### src/tdp_map.svh
// Offsets-free constant map: port numbering, timing figures and widths for the port control
`ifndef TDP_MAP_SVH
`define TDP_MAP_SVH
// ==========================================================
// Board arrangement
`define TDP_NUM_PORTS    8
`define TDP_NUM_DSP      6
`define TDP_NUM_DTMF     4
`define TDP_NO_DSP       3'h7
// ==========================================================
// Clock and timing figures
`define TDP_CLK_MHZ      200
`define TDP_WD_TIME_US   1000
`define TDP_WD_CYCLES    (`TDP_WD_TIME_US * `TDP_CLK_MHZ)
`define TDP_FLT_TIME_US  20
`define TDP_FLT_CYCLES   (`TDP_FLT_TIME_US * `TDP_CLK_MHZ)
// ==========================================================
// Counter and word widths, result FIFO depth
`define TDP_WD_W         18
`define TDP_FLT_W        13
`define TDP_RES_W        8
`define TDP_FIFO_DEPTH   4
`endif

### src/tdp_pkg.sv
// Types shared by the tone detector port control
package tdp_pkg;
    `include "tdp_map.svh"
    // ==========================================================
    // Port roles and serializer states
    typedef enum logic [1:0] {PR_DTMF, PR_GEN, PR_LOOP} tdp_role_e;
    typedef enum logic {SER_IDLE, SER_SHIFT} tdp_ser_e;
    // ==========================================================
    // Result word written by a touch-tone DSP
    typedef struct packed {
        logic [2:0] port;   // Source port number
        logic [4:0] code;   // Detected digit code
    } tdp_res_s;
    // ==========================================================
    // State of the control block, result FIFO not included
    typedef struct packed {
        logic                                   frm_s1;  // Frame sync stage 1
        logic                                   frm_s2;  // Frame sync stage 2
        logic                                   sck_s1;  // Result clock stage 1
        logic                                   sck_s2;  // Result clock stage 2
        logic                                   sck_d;   // Edge detect copy
        logic [`TDP_WD_W-1:0]                   wd_cnt;  // Processor watchdog
        logic                                   up_ok;   // Processor judged healthy
        logic [`TDP_NUM_DSP-1:0]                run;     // DSP in service
        logic [`TDP_NUM_DSP-1:0]                sn_s1;   // Health sync stage 1
        logic [`TDP_NUM_DSP-1:0]                sn_s2;   // Health sync stage 2
        logic [`TDP_NUM_DTMF-1:0]               tv_s1;   // Tone valid stage 1
        logic [`TDP_NUM_DTMF-1:0]               tv_s2;   // Tone valid stage 2
        logic [`TDP_NUM_DTMF-1:0][`TDP_FLT_W-1:0] flt;   // Filter counters
        logic [`TDP_NUM_DTMF-1:0]               tone_ok; // Recognised tone
        tdp_ser_e                               ser_st;  // Serializer state
        logic [`TDP_RES_W-1:0]                  shreg;   // Shift register
        logic [2:0]                             bitcnt;  // Bits left
        logic                                   sdo;     // Serial result bit
    } tdp_state_s;
endpackage : tdp_pkg

### src/tdp_port_ctrl.sv
// Port arrangement, DSP supervision and result path of the tone detector board
// Contract
// - eight ports, six with serializer elements
// - ports 0,1,4,5 are touch-tone detectors
// - ports 2 and 6 detect general tones
// - ports 3 and 7 loop back elements
// - each attached port: DSP, interface, restart; filter only on the touch-tone ports
// - frame signal synchronised before each DSP
// - processor failure removes all DSPs at once
// - DSPs restarted singly on command
// - sanity logic reports each DSP health
// - touch-tone results written synchronous to serial clock
// - filter recognises tones, blocks end-to-end signaling
`timescale 1ns/1ps
`include "tdp_map.svh"
// ==========================================================
// Result FIFO
module tdp_fifo #(
    parameter int W = 8,
    parameter int D = 4
) (
    input  wire logic         clk,
    input  wire logic         rst,
    input  wire logic         in_valid,
    output logic              in_ready,
    input  wire logic [W-1:0] in_data,
    output logic              out_valid,
    input  wire logic         out_ready,
    output logic [W-1:0]      out_data
);
    localparam int AW = (D > 1) ? $clog2(D) : 1;
    logic [W-1:0]  mem_ff [D];     // Word storage
    logic [AW-1:0] wr_ff;          // Write pointer
    logic [AW-1:0] rd_ff;          // Read pointer
    logic [AW:0]   cnt_ff;         // Words held
    logic          push;
    logic          pop;

    // Honest flags straight from the count
    assign in_ready  = (cnt_ff != (AW+1)'(D));
    assign out_valid = (cnt_ff != '0);
    assign out_data  = mem_ff[rd_ff];
    assign push      = in_valid && in_ready;
    assign pop       = out_valid && out_ready;

    // Pointer and storage update
    always_ff @(posedge clk)
    begin
        if (rst)
        begin
            wr_ff  <= '0;
            rd_ff  <= '0;
            cnt_ff <= '0;
        end
        else
        begin
            if (push)
            begin
                mem_ff[wr_ff] <= in_data;
                wr_ff <= (wr_ff == AW'(D-1)) ? '0 : wr_ff + 1'b1;
            end
            if (pop)
                rd_ff <= (rd_ff == AW'(D-1)) ? '0 : rd_ff + 1'b1;
            cnt_ff <= cnt_ff + (AW+1)'(push) - (AW+1)'(pop);
        end
    end
endmodule : tdp_fifo

// ==========================================================
// Top level
module tdp_port_ctrl #(
    parameter int WD_CYCLES  = `TDP_WD_CYCLES,
    parameter int FLT_CYCLES = `TDP_FLT_CYCLES
) (
    input  wire logic                    clk,
    input  wire logic                    rst,
    input  wire logic [5:0]              lnk_sclk,
    input  wire logic [5:0]              lnk_sdata,
    output logic [5:0]                   dsp_sclk,
    output logic [5:0]                   dsp_sdata,
    input  wire logic [1:0]              lb_tx,
    output logic [1:0]                   lb_rx,
    input  wire logic                    sys_frame,
    output logic [5:0]                   dsp_frame,
    input  wire logic                    up_kick,
    output logic                         up_ok,
    input  wire logic                    restart_cmd,
    input  wire logic [2:0]              restart_port,
    output logic [5:0]                   dsp_reset_n,
    input  wire logic [5:0]              dsp_sane,
    output logic [5:0]                   sane_stat,
    input  wire logic [3:0]              tone_valid,
    input  wire logic [3:0]              e2e_mode,
    output logic [3:0]                   tone_irq,
    input  wire logic                    res_en,
    input  wire logic                    res_valid,
    output logic                         res_ready,
    input  wire tdp_pkg::tdp_res_s       res_data,
    input  wire logic                    res_sclk,
    output logic                         res_sdata
);
    import tdp_pkg::*;

    // ==========================================================
    // Port map helpers
    // Role of a port number
    function automatic tdp_role_e port_role(input logic [2:0] p);
        case (p)
            3'h0, 3'h1, 3'h4, 3'h5: port_role = PR_DTMF;
            3'h2, 3'h6:             port_role = PR_GEN;
            default:                port_role = PR_LOOP;
        endcase
    endfunction : port_role

    // DSP slot of a port; loop ports own none
    function automatic logic [2:0] port_dsp(input logic [2:0] p);
        case (p)
            3'h0, 3'h1, 3'h2: port_dsp = p;
            3'h4, 3'h5, 3'h6: port_dsp = p - 3'h1;
            default:          port_dsp = `TDP_NO_DSP;
        endcase
    endfunction : port_dsp

    // DSP slots of the touch-tone ports 0, 1, 4, 5
    localparam logic [3:0][2:0] DTMF_DSP = {3'h4, 3'h3, 3'h1, 3'h0};

    tdp_state_s          cur_ff;     // Registered state
    tdp_state_s          nxt_cur;    // Next state
    logic                res_take;   // Result word accepted
    logic                fifo_ready; // FIFO has room
    logic                fo_valid;   // FIFO word waiting
    logic                fo_pop;     // Serializer takes word
    tdp_res_s            fo_data;    // Word at FIFO head
    logic                sck_rise;   // Result clock edge
    logic [2:0]          rs_dsp;     // Result source slot

    // ==========================================================
    // Direct paths
    // No logic in the serial lines keeps element timing intact
    assign dsp_sclk  = lnk_sclk;
    assign dsp_sdata = lnk_sdata;
    // Loop ports echo what the element sent
    assign lb_rx     = lb_tx;
    // One synchronised frame fans out to every DSP
    assign dsp_frame = {6{cur_ff.frm_s2}};
    assign up_ok       = cur_ff.up_ok;
    assign dsp_reset_n = cur_ff.run;
    // Health seen by the processor, only for DSPs in service
    assign sane_stat   = cur_ff.sn_s2 & cur_ff.run;
    assign res_sdata   = cur_ff.sdo;

    // ==========================================================
    // Result intake: only running touch-tone ports while enabled
    assign rs_dsp    = port_dsp(res_data.port);
    assign res_ready = fifo_ready && res_en && (port_role(res_data.port) == PR_DTMF)
                       && (rs_dsp != `TDP_NO_DSP) && cur_ff.run[rs_dsp];
    assign res_take  = res_valid && res_ready;
    assign sck_rise  = cur_ff.sck_s2 && !cur_ff.sck_d;
    assign fo_pop    = fo_valid && (cur_ff.ser_st == SER_IDLE) && sck_rise;

    // Buffer decouples processor writes from the slow serial clock
    tdp_fifo #(.W(`TDP_RES_W), .D(`TDP_FIFO_DEPTH)) u_fifo (
        .clk       (clk),
        .rst       (rst),
        .in_valid  (res_take),
        .in_ready  (fifo_ready),
        .in_data   (res_data),
        .out_valid (fo_valid),
        .out_ready (fo_pop),
        .out_data  (fo_data)
    );

    // ==========================================================
    // Interrupt filter outputs, blocked in end-to-end mode
    generate
        for (genvar k = 0; k < `TDP_NUM_DTMF; k++)
        begin : g_irq
            assign tone_irq[k] = cur_ff.tone_ok[k] && !e2e_mode[k];
        end
    endgenerate

    // ==========================================================
    // Next-state logic
    always_comb
    begin
        logic [2:0] sel;
        sel = port_dsp(restart_port);
        nxt_cur = cur_ff;
        // Two-stage capture of the frame, result clock, health and tone valid inputs
        nxt_cur.frm_s1 = sys_frame;
        nxt_cur.frm_s2 = cur_ff.frm_s1;
        nxt_cur.sck_s1 = res_sclk;
        nxt_cur.sck_s2 = cur_ff.sck_s1;
        nxt_cur.sck_d  = cur_ff.sck_s2;
        nxt_cur.sn_s1  = dsp_sane;
        nxt_cur.sn_s2  = cur_ff.sn_s1;
        nxt_cur.tv_s1  = tone_valid;
        nxt_cur.tv_s2  = cur_ff.tv_s1;
        // Processor watchdog: a kick restarts the count
        if (up_kick)
        begin
            nxt_cur.wd_cnt = '0;
            nxt_cur.up_ok  = 1'b1;
        end
        else if (cur_ff.wd_cnt >= `TDP_WD_W'(WD_CYCLES - 1))
            nxt_cur.up_ok  = 1'b0;
        else
            nxt_cur.wd_cnt = cur_ff.wd_cnt + 1'b1;
        // Restart control
        if (!cur_ff.up_ok)
            nxt_cur.run = '0;
        else if (restart_cmd && sel != `TDP_NO_DSP)
            nxt_cur.run[sel] = 1'b1;
        // Tone must hold steady for the filter time
        for (int k = 0; k < `TDP_NUM_DTMF; k++)
        begin
            if (!cur_ff.tv_s2[k] || !cur_ff.run[DTMF_DSP[k]])
            begin
                nxt_cur.flt[k]     = '0;
                nxt_cur.tone_ok[k] = 1'b0;
            end
            else if (cur_ff.flt[k] >= `TDP_FLT_W'(FLT_CYCLES - 1))
                nxt_cur.tone_ok[k] = 1'b1;
            else
                nxt_cur.flt[k] = cur_ff.flt[k] + 1'b1;
        end
        // Serializer: one bit per rising result clock, msb first
        case (cur_ff.ser_st)
            SER_IDLE:
            begin
                if (fo_pop)
                begin
                    nxt_cur.shreg  = {fo_data[`TDP_RES_W-2:0], 1'b0};
                    nxt_cur.sdo    = fo_data[`TDP_RES_W-1];
                    nxt_cur.bitcnt = 3'h7;
                    nxt_cur.ser_st = SER_SHIFT;
                end
            end
            SER_SHIFT:
            begin
                if (sck_rise)
                begin
                    nxt_cur.sdo    = cur_ff.shreg[`TDP_RES_W-1];
                    nxt_cur.shreg  = {cur_ff.shreg[`TDP_RES_W-2:0], 1'b0};
                    nxt_cur.bitcnt = cur_ff.bitcnt - 1'b1;
                    if (cur_ff.bitcnt == 3'h1)
                        nxt_cur.ser_st = SER_IDLE;
                end
            end
            default: nxt_cur.ser_st = SER_IDLE;
        endcase
    end

    // ==========================================================
    // State register
    always_ff @(posedge clk)
    begin
        if (rst)
            cur_ff <= '0;
        else
            cur_ff <= nxt_cur;
    end
endmodule : tdp_port_ctrl

### config.mk
export PLATFORM = sky130hd
export DESIGN_NAME = tdp_port_ctrl
export DESIGN_NICKNAME = d
export VERILOG_FILES = /design/src/tdp_pkg.sv /design/src/tdp_port_ctrl.sv
export VERILOG_INCLUDE_DIRS = /design/src
export SDC_FILE = /design/constraint.sdc
export NUM_CORES = 1
export LEC_CHECK = 0
export BUFFER_PORTS_ARGS = -buffer_cell sky130_fd_sc_hd__buf_2
export CAP_MARGIN = 20
export CORE_UTILIZATION = 45
export DETAILED_ROUTE_END_ITERATION = 6
export PLACE_DENSITY = 0.7
export SLEW_MARGIN = 20
export SYNTH_ARGS = -nofsm -noshare
export SYNTH_HDL_FRONTEND = slang
export SYNTH_SLANG_ARGS = --single-unit
### constraint.sdc
create_clock -name clk -period 6.22 [get_ports clk]
set_input_delay 0 -clock clk [delete_from_list [all_inputs] [get_ports clk]]
set_output_delay 0 -clock clk [all_outputs]
set_load 0.05 [all_outputs]
==> key figures, run 1 <==
Critical path
  – Slowest cell on the critical path: dlygate4sd3_1
  – CP Class: input pin to register
  – WP buf/inv: 4
  – Critical Path RT: 6510 ps
  – CP endpoint kind: register
  – Most used cell, CP: ha_1
  – Worst R2R Path Depth: 8
  – CP top delay family: buffers and inverters
  – CP cell instances: dlygate4sd3_1, buf_2, inv_1, ha_1, or3_1, nor4b_1, a211oi_1, a31o_2, nand3_1, inv_2, ha_1, fa_1, nor2b_1
  – RR Startpoint: dsp_reset_n[2]
  – Critical Path AT: 3370 ps
  – Crit Reg-Reg Endpoint: u_fifo.cnt_ff[1]
  – Slowest cell delay on critical path: between 500 and 600 ps
  – CP startpoint kind: input pin
  – CP Max Fanout: 10
  – R2R setup slack: about 3700 ps

Worst hold path
  – WHS Endpoint: dsp_sdata[2]
  – WHS Path Cells: 0
  – Hold_sp: lnk_sdata[2]
  – Type of the worst min-delay path: input pin to primary output

Outcome
  – Status: complete, but fails checks
  – Failing checks: DRC

Placed design
  – Port Buffer Count: 57
  – Gp weighted congestion: 0.7811
  – DP Cell Count: about 880
  – DP Wirelength: 8.702 mm

Timing
  – Max-slew headroom: 0.5325
  – Number of setup violations in the final report: 0
  – Fin Setup TNS: 0 ps
  – Hold Vio Cnt, Final: 0
  – Fin crit share: 0.4955
  – RSZ-0062 raised after global routing: no
  – Least-Margin Pin Slew: ~700 ps
  – Worst Skew: 3.549 ps
  – Fmax achieved: 0.3244 GHz
  – Slew Limit Fails: 0
  – Fin crit period: between 3000 and 4000 ps

GRT
  – Largest net degree at the start of global routing: 58
  – GRT Residual Overflow: 0
  – Total GRT Usage: 0.1728
  – Number of global-route vias before repair: 4,715
  – Antenna violations before repair: 0
  – Wire length of the first global-routing pass: 21.94 mm

Layout
  – Layout cells sized above 1: 0.1531
  – Fillers: 1,220
  – Final nets: 812
  – Commonest non-fill, non-tap cell in the layout: dfxtp_1
  – Area Overhead vs Synth: 16.22%
  – Diodes inserted: 0
  – Final std cells w/o fill: 935
  – Most frequent cells in the layout: 127 x dfxtp_1, 93 x nor2_1, 57 x buf_2, 40 x nand2_1, 38 x a21oi_1
  – Final core occ: 0.5421

Die
  – CORE AREA: between 10,000 and 15,000 um2
  – Row cnt: 44
  – Die height: 125.4 um
  – Initial core utilization: 0.4665
  – Top Ports: 86
  – Die Width: 125.4 um
  – DIE AREA: 15,730 um2

Clock tree
  – Clock tree buffer depth: 2
  – Num CTS Buffers: 17
  – Post-CTS Resized: 0
  – Root buf cell: clkbuf_16
  – Clk pin slew, worst setup/hold paths: 60 ps
  – H-tree levels: 4
  – TritonCTS Sinks: 159
  – Post-CTS Setup Bufs: 0
  – CTS tree: done
  – Clk Latency, worst-skew pair: 420 ps

Logic synthesis
  – Syn_area_per_cell: 10.04 um2
  – Yosys cell types: between 50 and 60
  – Most used flip-flop cell after synthesis: dfxtp_1
  – Yosys reg bits: 159
  – Cell area after synthesis: about 6900 um2
  – YS warnings: 0
  – Syn nets: 757
  – Cells after Synth: 683
  – EDFF count, synth: 32
  – FFs w/ async S/R, synth: 0
  – Sequential share of the synthesized area: 0.5109

Route
  – WL per Instance: 13.56 um
  – Initial DRC Count: 220
  – Detailed-route DRC error count: 7
  – WL final: 12.68 mm
  – Drt pass-1 iters: 7
  – Via density: roughly 5.1
  – Post-route ant nets: 0
  – Via count: between 4,000 and 5,000

Job
  – Max-Cap Viols: 0

Power
  – Cell Pwr Density: 277.8 nW/um2
  – Peak supply drop: 0.0001981 V
  – Power, Total: 0.002214 W
  – P_leak: 2.894 nW
how the worst max path moves through the flow:
stage	to	slack, ps	startpoint	depth (start not counted)
4_1_cts	u_fifo.mem_ff[1][1]	2780	res_data[5]	10
5_1_grt	u_fifo.cnt_ff[1]	2900	res_data[5]	13
2_1_floorplan	u_fifo.mem_ff[3][0]	3770	res_data[5]	8
6_report	u_fifo.cnt_ff[1]	3140	res_data[5]	13
3_3_place_gp	u_fifo.mem_ff[1][0]	3190	res_data[5]	9
3_5_place_dp	u_fifo.mem_ff[1][1]	2990	res_data[5]	9
per-stage QoR:
step                hold WS, ps  cell area, um2  worst slack (ps)
floorplan                 98.87            6857              3770
global placement         0.3700            7117              3191
detailed placement       0.3700            7117              2995
CTS                      0.3700            7949              2783
global route            0.07809            7969              2896
finish                  0.01399            7969              3138
final cells by class:
class / count / area (um2) / area share
inverters: 27 / 101.3 / 0.01272
multi-input cells: 453 / 3009 / 0.3776
clock buffers: 17 / 425.4 / 0.05338
well taps: 184 / 230.2 / 0.02889
repair buffers: 80 / 513.0 / 0.06437
clock inverters: 15 / 186.4 / 0.02339
flip-flops and latches: 159 / 3503 / 0.4396
cells in the mapped netlist, types with 22 or more instances:
master,n,area [um2]
nand2_1,40,150.1
xor2_1,22,192.7
edfxtp_1,32,960.9
nand3_1,22,110.1
dfxtp_1,127,2542
nor2b_1,37,231.5
ha_1,26,325.3
buf_4,26,195.2
xnor2_1,37,324.1
inv_1,26,97.59
nor2_1,93,349.1
a21oi_1,38,190.2
registers in the layout, summed over array words and instances (netlist names), named ones only:
name,flops
cur_ff,109
u_fifo.mem_ff,32
u_fifo.wr_ff,2
u_fifo.rd_ff,2
res_sdata,1
dsp_frame,1
u_fifo.cnt_ff,3
up_ok,1
dsp_reset_n,6
report_power, final:
| part | switching, W | internal (W) |
|---|---|---|
| Sequential | 0.00000568 | 0.00106 |
| Clock | 0.000422 | 0.000637 |
| Combinational | 0.0000495 | 0.0000378 |
| Total | 0.000478 | 0.00174 |
worst register-to-register path, stage by stage (launching register included):
cell,delay (ps)
dfxtp_1,360
or3b_1,380
a211oi_1,300
a31o_2,190
nand3_1,260
inv_2,180
ha_1,190
fa_1,400
nor2b_1,130
what timing repair did:
action,CTS,global route
setup endpoints to repair,0,0
hold buffers,22,0
hold endpoints to repair,46,0
logic make-up after synthesis:
group | after synthesis | synth area share
adders and majority gates | 27 | 0.05036
DFF | 159 | 0.5109
buffers and inverters | 71 | 0.05310
muxes | 12 | 0.03212
AOI/OAI and AO/OA | 74 | 0.06624
and+or+nand+nor | 281 | 0.2119
xor gates and xnor gates | 59 | 0.07536
metal layers:
metal  routed length (um)  vias up  GRT usage  share of wire
met4                  236        0    0.07317          0.019
li1                     -     2402          -              -
met5                    0        -          0              0
met2                 6040       95     0.2856           0.48
met1                 5888     2248     0.2124           0.46
met3                  516       21    0.04664          0.041
Power figures use the tool's default switching activity.
==> run 2, diff against run 1 <==
clock period = 2.85 ns   (was 6.22 ns; I/O delays follow)
==> run 2 against run 1 <==
Net effect: the run still ends with DRC left; sequential cell count did not move; worst hold slack did not move; global-route usage fell by 0.091 points; design area about the same; total power increased by 110%; cell count rose by 0.64%; sequential share of layout area is essentially flat; die area stayed put; critical path depth unchanged; register-to-register slack got worse by 3100 ps; highest routed layer unchanged.
==> key figures, run 2 (synthesized netlist as in run 1, its figures left out) <==
Placed design
  – Port Buffer Count: 57 (unchanged)
  – DP Area: 7162 um2 (was 7117 um2)
  – Gp weighted congestion: 0.8014 (was 0.7811)
  – DP Worst Slack: 124.9 ps (was 2995 ps)
  – DP Wirelength: 8.730 mm (was 8.702 mm)

Route
  – Via density: 5.129 (was 5.097)
  – Post-route ant nets: 0 (unchanged)
  – Initial DRC Count: 254 (was 220)
  – WL final: 12.65 mm (was 12.68 mm)
  – Detailed-route DRC error count: 7 (unchanged)
  – WL per Instance: 13.45 um (was 13.56 um)
  – Via count: 4,826 (was 4,766)
  – Drt pass-1 iters: 7 (unchanged)

Layout
  – Fillers: 1,244 (was 1,220)
  – Number of flip-flops in the largest register: 109 (unchanged)
  – Final core occ: 0.5426 (was 0.5421)
  – Most frequent cells in the layout: 127 x dfxtp_1, 93 x nor2_1, 56 x buf_2, 40 x nand2_1, 38 x a21oi_1 (was 127 x dfxtp_1, 93 x nor2_1, 57 x buf_2, 40 x nand2_1, 38 x a21oi_1)
  – Design area: 7976 um2 (was 7969 um2)
  – Commonest non-fill, non-tap cell in the layout: dfxtp_1 (unchanged)
  – Biggest register: cur_ff (unchanged)
  – Area Overhead vs Synth: 16.33% (was 16.22%)
  – Final nets: 818 (was 812)
  – Diodes inserted: 0 (unchanged)
  – Layout cells sized above 1: 0.1546 (was 0.1531)

Power
  – Peak supply drop: 0.0003904 V (was 0.0001981 V)
  – P_leak: 2.915 nW (was 2.894 nW)
  – Cell Pwr Density: 596.5 nW/um2 (was 277.8 nW/um2)

GRT
  – Number of global-route vias before repair: 4,841 (was 4,715)
  – Wire length of the first global-routing pass: 21.95 mm (was 21.94 mm)
  – Total GRT Usage: 0.1719 (was 0.1728)
  – Antenna violations before repair: 0 (unchanged)
  – Largest net degree at the start of global routing: 35 (was 58)
  – GRT Residual Overflow: 0 (unchanged)

Die
  – Top Ports: 86 (unchanged)
  – Die Width: 125.4 um (unchanged)
  – Row cnt: 44 (unchanged)
  – DIE AREA: 15,730 um2 (unchanged)
  – Initial core utilization: 0.4665 (unchanged)
  – CORE AREA: 14,700 um2 (unchanged)
  – Die height: 125.4 um (unchanged)

Worst hold path
  – WHS Path Cells: 0 (unchanged)
  – Type of the worst min-delay path: input pin to primary output (unchanged)

Clock tree
  – TritonCTS Sinks: 159 (unchanged)
  – Num CTS Buffers: 17 (unchanged)
  – H-tree levels: 4 (unchanged)
  – Root buf cell: clkbuf_16 (unchanged)
  – Clock tree buffer depth: 2 (unchanged)
  – Clk pin slew, worst setup/hold paths: 60 ps (about the same)
  – Clk Latency, worst-skew pair: 420 ps (about the same)
  – CTS tree: done (unchanged)
  – Post-CTS Setup Bufs: 0 (unchanged)

Timing
  – Fmax achieved: around 0.37 GHz
  – Fin crit share: 0.9408
  – Worst Skew: 9.109 ps (was 3.549 ps)
  – Max-slew headroom: 0.5273 (was 0.5325)
  – Hold Vio Cnt, Final: 0 (unchanged)
  – Number of setup violations in the final report: 0 (unchanged)
  – Fin crit period: 2681 ps
  – Slew Limit Fails: 0 (unchanged)
  – Fin Setup TNS: 0 ps (unchanged)
  – PnR worst setup slack: 168.8 ps (was 3138 ps)
  – Least-Margin Pin Slew: 705.8 ps (was 697.9 ps)

Outcome
  – Status: complete, but fails checks (unchanged)
  – Failing checks: DRC (unchanged)

Critical path
  – CP Max Fanout: 10 (unchanged)
  – Critical Path AT: 2980 ps (was 3370 ps)
  – CP startpoint kind: input pin (unchanged)
  – CP Class: input pin to register (unchanged)
  – CP endpoint kind: register (unchanged)
  – Worst R2R Path Depth: 9 (was 8)
  – Critical Path RT: 3150 ps (was 6510 ps)

Job
  – Max-Cap Viols: 0 (unchanged)
==> run 2: layer usage <==
| metal | wire length [um] | track usage | vias up |
|---|---|---|---|
| li1 | - | - | 2419 |
| met1 | 5661 | 0.2034 | 2296 |
| met5 | 0 | 0 | - |
| met3 | 474 | 0.04450 | 19 |
| met2 | 6340 | 0.2987 | 92 |
| met4 | 176 | 0.06456 | 0 |
==> run 2: per-stage QoR <==
stage               power, W  hold WS, ps  instances
finish              0.004758      0.01399        941
floorplan           0.002540        98.87        683
global route        0.004922      0.07809        941
global placement    0.002535       0.3700        887
CTS                 0.004799       0.3700        941
detailed placement  0.002543       0.3700        887
==> run 2: repair_timing <==
action / CTS / global route
resized for setup: 0 / 3
hold buffers: 22 / 0
hold endpoints to repair: 46 / 0
setup endpoints to repair: 0 / 2
==> run 2: critical path, cell delays in order <==
cell and delay (ps):
dlygate4sd3_1 510, buf_2 200, inv_1 100, ha_1 180, or3_1 410, nor4b_1 160, a211oi_1 230, a31o_2 230
nand3_2 140, inv_2 120, ha_1 160, fa_1 400, nor2b_1 140
==> run 2: path summary, 6_finish.rpt <==
path	end	slack [ps]	start
worst max-delay path	u_fifo.cnt_ff[1]	170	res_data[6]
worst max register to register	u_fifo.cnt_ff[1]	590	cur_ff[115]
worst min register to register	cur_ff[72]	430	cur_ff[76]
worst min-delay path	dsp_sdata[2]	0.01	lnk_sdata[2]
==> run 2: final cells by class <==
class | count | area, um2 | area share
clock buffers | 17 | 425.4 | 0.05333
clock inverters | 15 | 161.4 | 0.02024
inverters | 27 | 101.3 | 0.01271
multi-input cells | 453 | 2994 | 0.3754
flip-flops and latches | 159 | 3503 | 0.4392
well taps | 184 | 230.2 | 0.02886
repair buffers | 86 | 560.5 | 0.07027
==> run 2: power breakdown <==
part | leakage [nW] | total [W] | switching (W) | internal (W)
registers | 1.32 | 0.00233 | 0.0000116 | 0.00232
logic | 1.31 | 0.000189 | 0.000105 | 0.0000835
clock network | 0.284 | 0.00224 | 0.000939 | 0.00130
total | 2.91 | 0.00476 | 0.00106 | 0.00370
==> run 3, diff against run 2 <==
ABC_AREA = 1   (was default)
SKIP_CTS_REPAIR_TIMING = 1   (was default)
==> run 3 against run 2 <==
Net effect: the run now ends clean; die area up 10%; total power grew 1.2%; fmax increased by 6.6%; sequential cell count stayed put; cell count rose by 36%; design area increased by 9.6%; critical path type unchanged; largest cell class unchanged; largest power group unchanged.
==> key figures, run 3 <==
GRT
  – Number of global-route vias before repair: 5,424 (was 4,841)
  – GRT Residual Overflow: 0 (unchanged)
  – Largest net degree at the start of global routing: 38 (was 35)
  – Wire length of the first global-routing pass: 24.41 mm (was 21.95 mm)
  – Antenna violations before repair: 0 (unchanged)
  – Total GRT Usage: 0.1742 (was 0.1719)

Route
  – Post-route ant nets: 0 (unchanged)
  – WL per Instance: 11.38 um (was 13.45 um)
  – WL final: 14.52 mm (was 12.65 mm)
  – Via density: 4.745 (was 5.129)
  – Via count: 6,055 (was 4,826)
  – Detailed-route DRC error count: 0 (was 7)
  – Initial DRC Count: 314 (was 254)
  – Drt pass-1 iters: 5 (was 7)

Timing
  – Fin crit share: 0.8824 (was 0.9408)
  – Max-slew headroom: 0.6290 (was 0.5273)
  – Slew Limit Fails: 0 (unchanged)
  – Least-Margin Pin Slew: 555.9 ps (was 705.8 ps)
  – Fin crit period: 2515 ps (was 2681 ps)
  – RSZ-0062 raised after global routing: no
  – Hold Vio Cnt, Final: 0 (unchanged)
  – Fmax achieved: 0.3976 GHz (was 0.3730 GHz)
  – Number of setup violations in the final report: 0 (unchanged)
  – Fin Setup TNS: 0 ps (unchanged)
  – Worst Skew: 7.716 ps (was 9.109 ps)

Die
  – Top Ports: 86 (unchanged)
  – Initial core utilization: 0.4585 (was 0.4665)
  – DIE AREA: 17,360 um2 (was 15,730 um2)
  – Row cnt: 47 (was 44)
  – Die Width: 131.8 um (was 125.4 um)
  – CORE AREA: 16,520 um2 (was 14,700 um2)
  – Die height: 131.8 um (was 125.4 um)

Logic synthesis
  – Syn_area_per_cell: 7.756 um2 (was 10.04 um2)
  – Yosys cell types: 44 (was 53)
  – Syn nets: 1,051 (was 757)
  – Cells after Synth: 977 (was 683)
  – Top-count cell post-synth: nand2_1 (was dfxtp_1)
  – Cell area after synthesis: 7577 um2 (was 6857 um2)
  – Post-synth top area share: 0.3355 (was 0.3708)
  – YS warnings: 0 (unchanged)
  – Synth cell count leaders: 174 x nand2_1, 160 x inv_1, 127 x dfxtp_1 (was 127 x dfxtp_1, 93 x nor2_1, 40 x nand2_1)
  – Most used flip-flop cell after synthesis: dfxtp_1 (unchanged)
  – Area contributors post-synth: dfxtp_1 34%, edfxtp_1 13%, nand2_1 8.6% (was dfxtp_1 37%, edfxtp_1 14%, nor2_1 5.1%)
  – Sequential share of the synthesized area: 0.4624 (was 0.5109)
  – Yosys reg bits: 159 (unchanged)
  – FFs w/ async S/R, synth: 0 (unchanged)
  – Largest area contributor in the netlist: dfxtp_1 (unchanged)
  – EDFF count, synth: 32 (unchanged)

Layout
  – Number of flip-flops in the largest register: 109 (unchanged)
  – Final nets: 1,117 (was 818)
  – Area Overhead vs Synth: 15.37% (was 16.33%)
  – Diodes inserted: 0 (unchanged)
  – Fillers: 1,566 (was 1,244)
  – Reg area: 3503 um2 (unchanged)
  – Multi-input gate area: 3157 um2 (was 2994 um2)
  – Most frequent cells in the layout: 174 x nand2_1, 160 x inv_1, 127 x dfxtp_1, 99 x nor2_1, 77 x a21oi_1 (was 127 x dfxtp_1, 93 x nor2_1, 56 x buf_2, 40 x nand2_1, 38 x a21oi_1)
  – Layout cells sized above 1: 0.1212 (was 0.1546)
  – Commonest non-fill, non-tap cell in the layout: nand2_1 (was dfxtp_1)
  – Biggest register: cur_ff (unchanged)

Clock tree
  – H-tree levels: 4 (unchanged)
  – CTS tree: done (unchanged)
  – Root buf cell: clkbuf_16 (unchanged)
  – Clk pin slew, worst setup/hold paths: 60 ps (about the same)
  – Clock tree buffer depth: 2 (unchanged)
  – Clk Latency, worst-skew pair: 430 ps (was 420 ps)
  – TritonCTS Sinks: 159 (unchanged)
  – Num CTS Buffers: 17 (unchanged)

Power
  – Cell Pwr Density: 550.7 nW/um2 (was 596.5 nW/um2)
  – Peak supply drop: 0.0004301 V (was 0.0003904 V)
  – P_leak: 3.570 nW (was 2.915 nW)
  – Power, Total: 0.004814 W (was 0.004758 W)

Critical path
  – RR Startpoint: u_fifo.cnt_ff[1] (was cur_ff[115])
  – CP cell instances: dlygate4sd3_1, buf_2, inv_1, ha_1, nor2_1, nand2_1, nand3_1, nand3_2, nand2_1, nand3_1, nand2_1, nand2_1, nand3_2, inv_2, ha_1, fa_1, o21ai_0, a21oi_1 (was dlygate4sd3_1, buf_2, inv_1, ha_1, or3_1, nor4b_1, a211oi_1, a31o_2, nand3_2, inv_2, ha_1, fa_1, nor2b_1)
  – CP top delay family: buffers and inverters (unchanged)
  – Worst Setup SP: res_data[5] (was res_data[6])
  – CP Max Fanout: 9 (was 10)
  – WP buf/inv: 4 (unchanged)
  – Slowest cell delay on critical path: 520 ps (was 510 ps)
  – CP Class: input pin to register (unchanged)
  – Most used cell, CP: nand2_1 (was ha_1)
  – CP endpoint kind: register (unchanged)
  – Critical Path RT: 3160 ps (was 3150 ps)
  – CP startpoint kind: input pin (unchanged)
  – Critical Path AT: 2830 ps (was 2980 ps)
  – Slowest cell on the critical path: dlygate4sd3_1 (unchanged)

Worst hold path
  – Type of the worst min-delay path: input pin to primary output (unchanged)
  – Hold_sp: lnk_sclk[3] (was lnk_sdata[2])

Placed design
  – DP Wirelength: 10.46 mm (was 8.730 mm)
  – Gp weighted congestion: 0.9006 (was 0.8014)
  – Port Buffer Count: 57 (unchanged)

Outcome
  – Status: finished, final reports clean (was complete, but fails checks)

Job
  – Max-Cap Viols: 0 (unchanged)
-- run 3: cell count changes after synthesis, sizes merged, moves of 8 or more --
cell    before  now
nand3       22   65
xnor2       37    8
a21oi       38   79
and2        11    0
nor2b       37    0
nor3        15   26
mux4         8    0
clkbuf      16    8
nand2b      10    0
nand2       40  180
inv         27  169
o21ai        9   56
nor2        93  101
-- run 3: metrics by stage --
stage / std cells / instance area (um2) / hold WS, ps / utilization / worst slack [ps]
6_report: 1276 / 8742 / 0.02196 / 0.5290 / 335.1
5_1_grt: 1276 / 8742 / 0.07026 / 0.5290 / 99.83
4_1_cts: 1253 / 8512 / -243.1 / 0.5151 / 749.6
3_5_place_dp: 1221 / 7926 / 0.3409 / 0.4797 / 436.4
3_3_place_gp: 1221 / 7926 / 0.3409 / 0.4797 / 516.8
2_1_floorplan: 977 / 7577 / 98.87 / - / 831.2
-- run 3: cell type report --
| cell class | instances | area share |
|---|---|---|
| clock buffers | 17 | 0.04866 |
| repair buffers | 88 | 0.06584 |
| multi-input cells | 605 | 0.3611 |
| well taps | 220 | 0.03149 |
| clock inverters | 15 | 0.01832 |
| flip-flops and latches | 159 | 0.4007 |
| inverters | 172 | 0.07385 |
-- run 3: worst paths after layout --
kind	endpoint	slack, ps	depth (start not counted)
max	u_fifo.cnt_ff[2]	340	18
min	dsp_sclk[3]	0.02	0
max reg2reg	u_fifo.cnt_ff[2]	770	9
min reg2reg	cur_ff[78]	400	2
-- run 3: cell families after synthesis --
kind of cell,after synthesis,synth area share
xor gates and xnor gates,23,0.02659
and+or+nand+nor,402,0.2360
AOI/OAI and AO/OA,153,0.1085
DFF,159,0.4624
buffers and inverters,213,0.1210
adders and majority gates,27,0.04557
-- run 3: metal layers --
layer	vias up	GRT usage	routed length [um]
met5	-	0	0
met4	0	0.07817	323
met3	20	0.03691	473
met2	99	0.2792	6618
met1	2691	0.2260	7104
li1	3245	-	-
-- run 3: where the power goes --
| group | total (W) | internal (W) | switching, W |
|---|---|---|---|
| clock network | 0.00222 | 0.00130 | 0.000926 |
| logic | 0.000250 | 0.0000934 | 0.000156 |
| registers | 0.00234 | 0.00232 | 0.0000165 |
| total | 0.00481 | 0.00372 | 0.00110 |
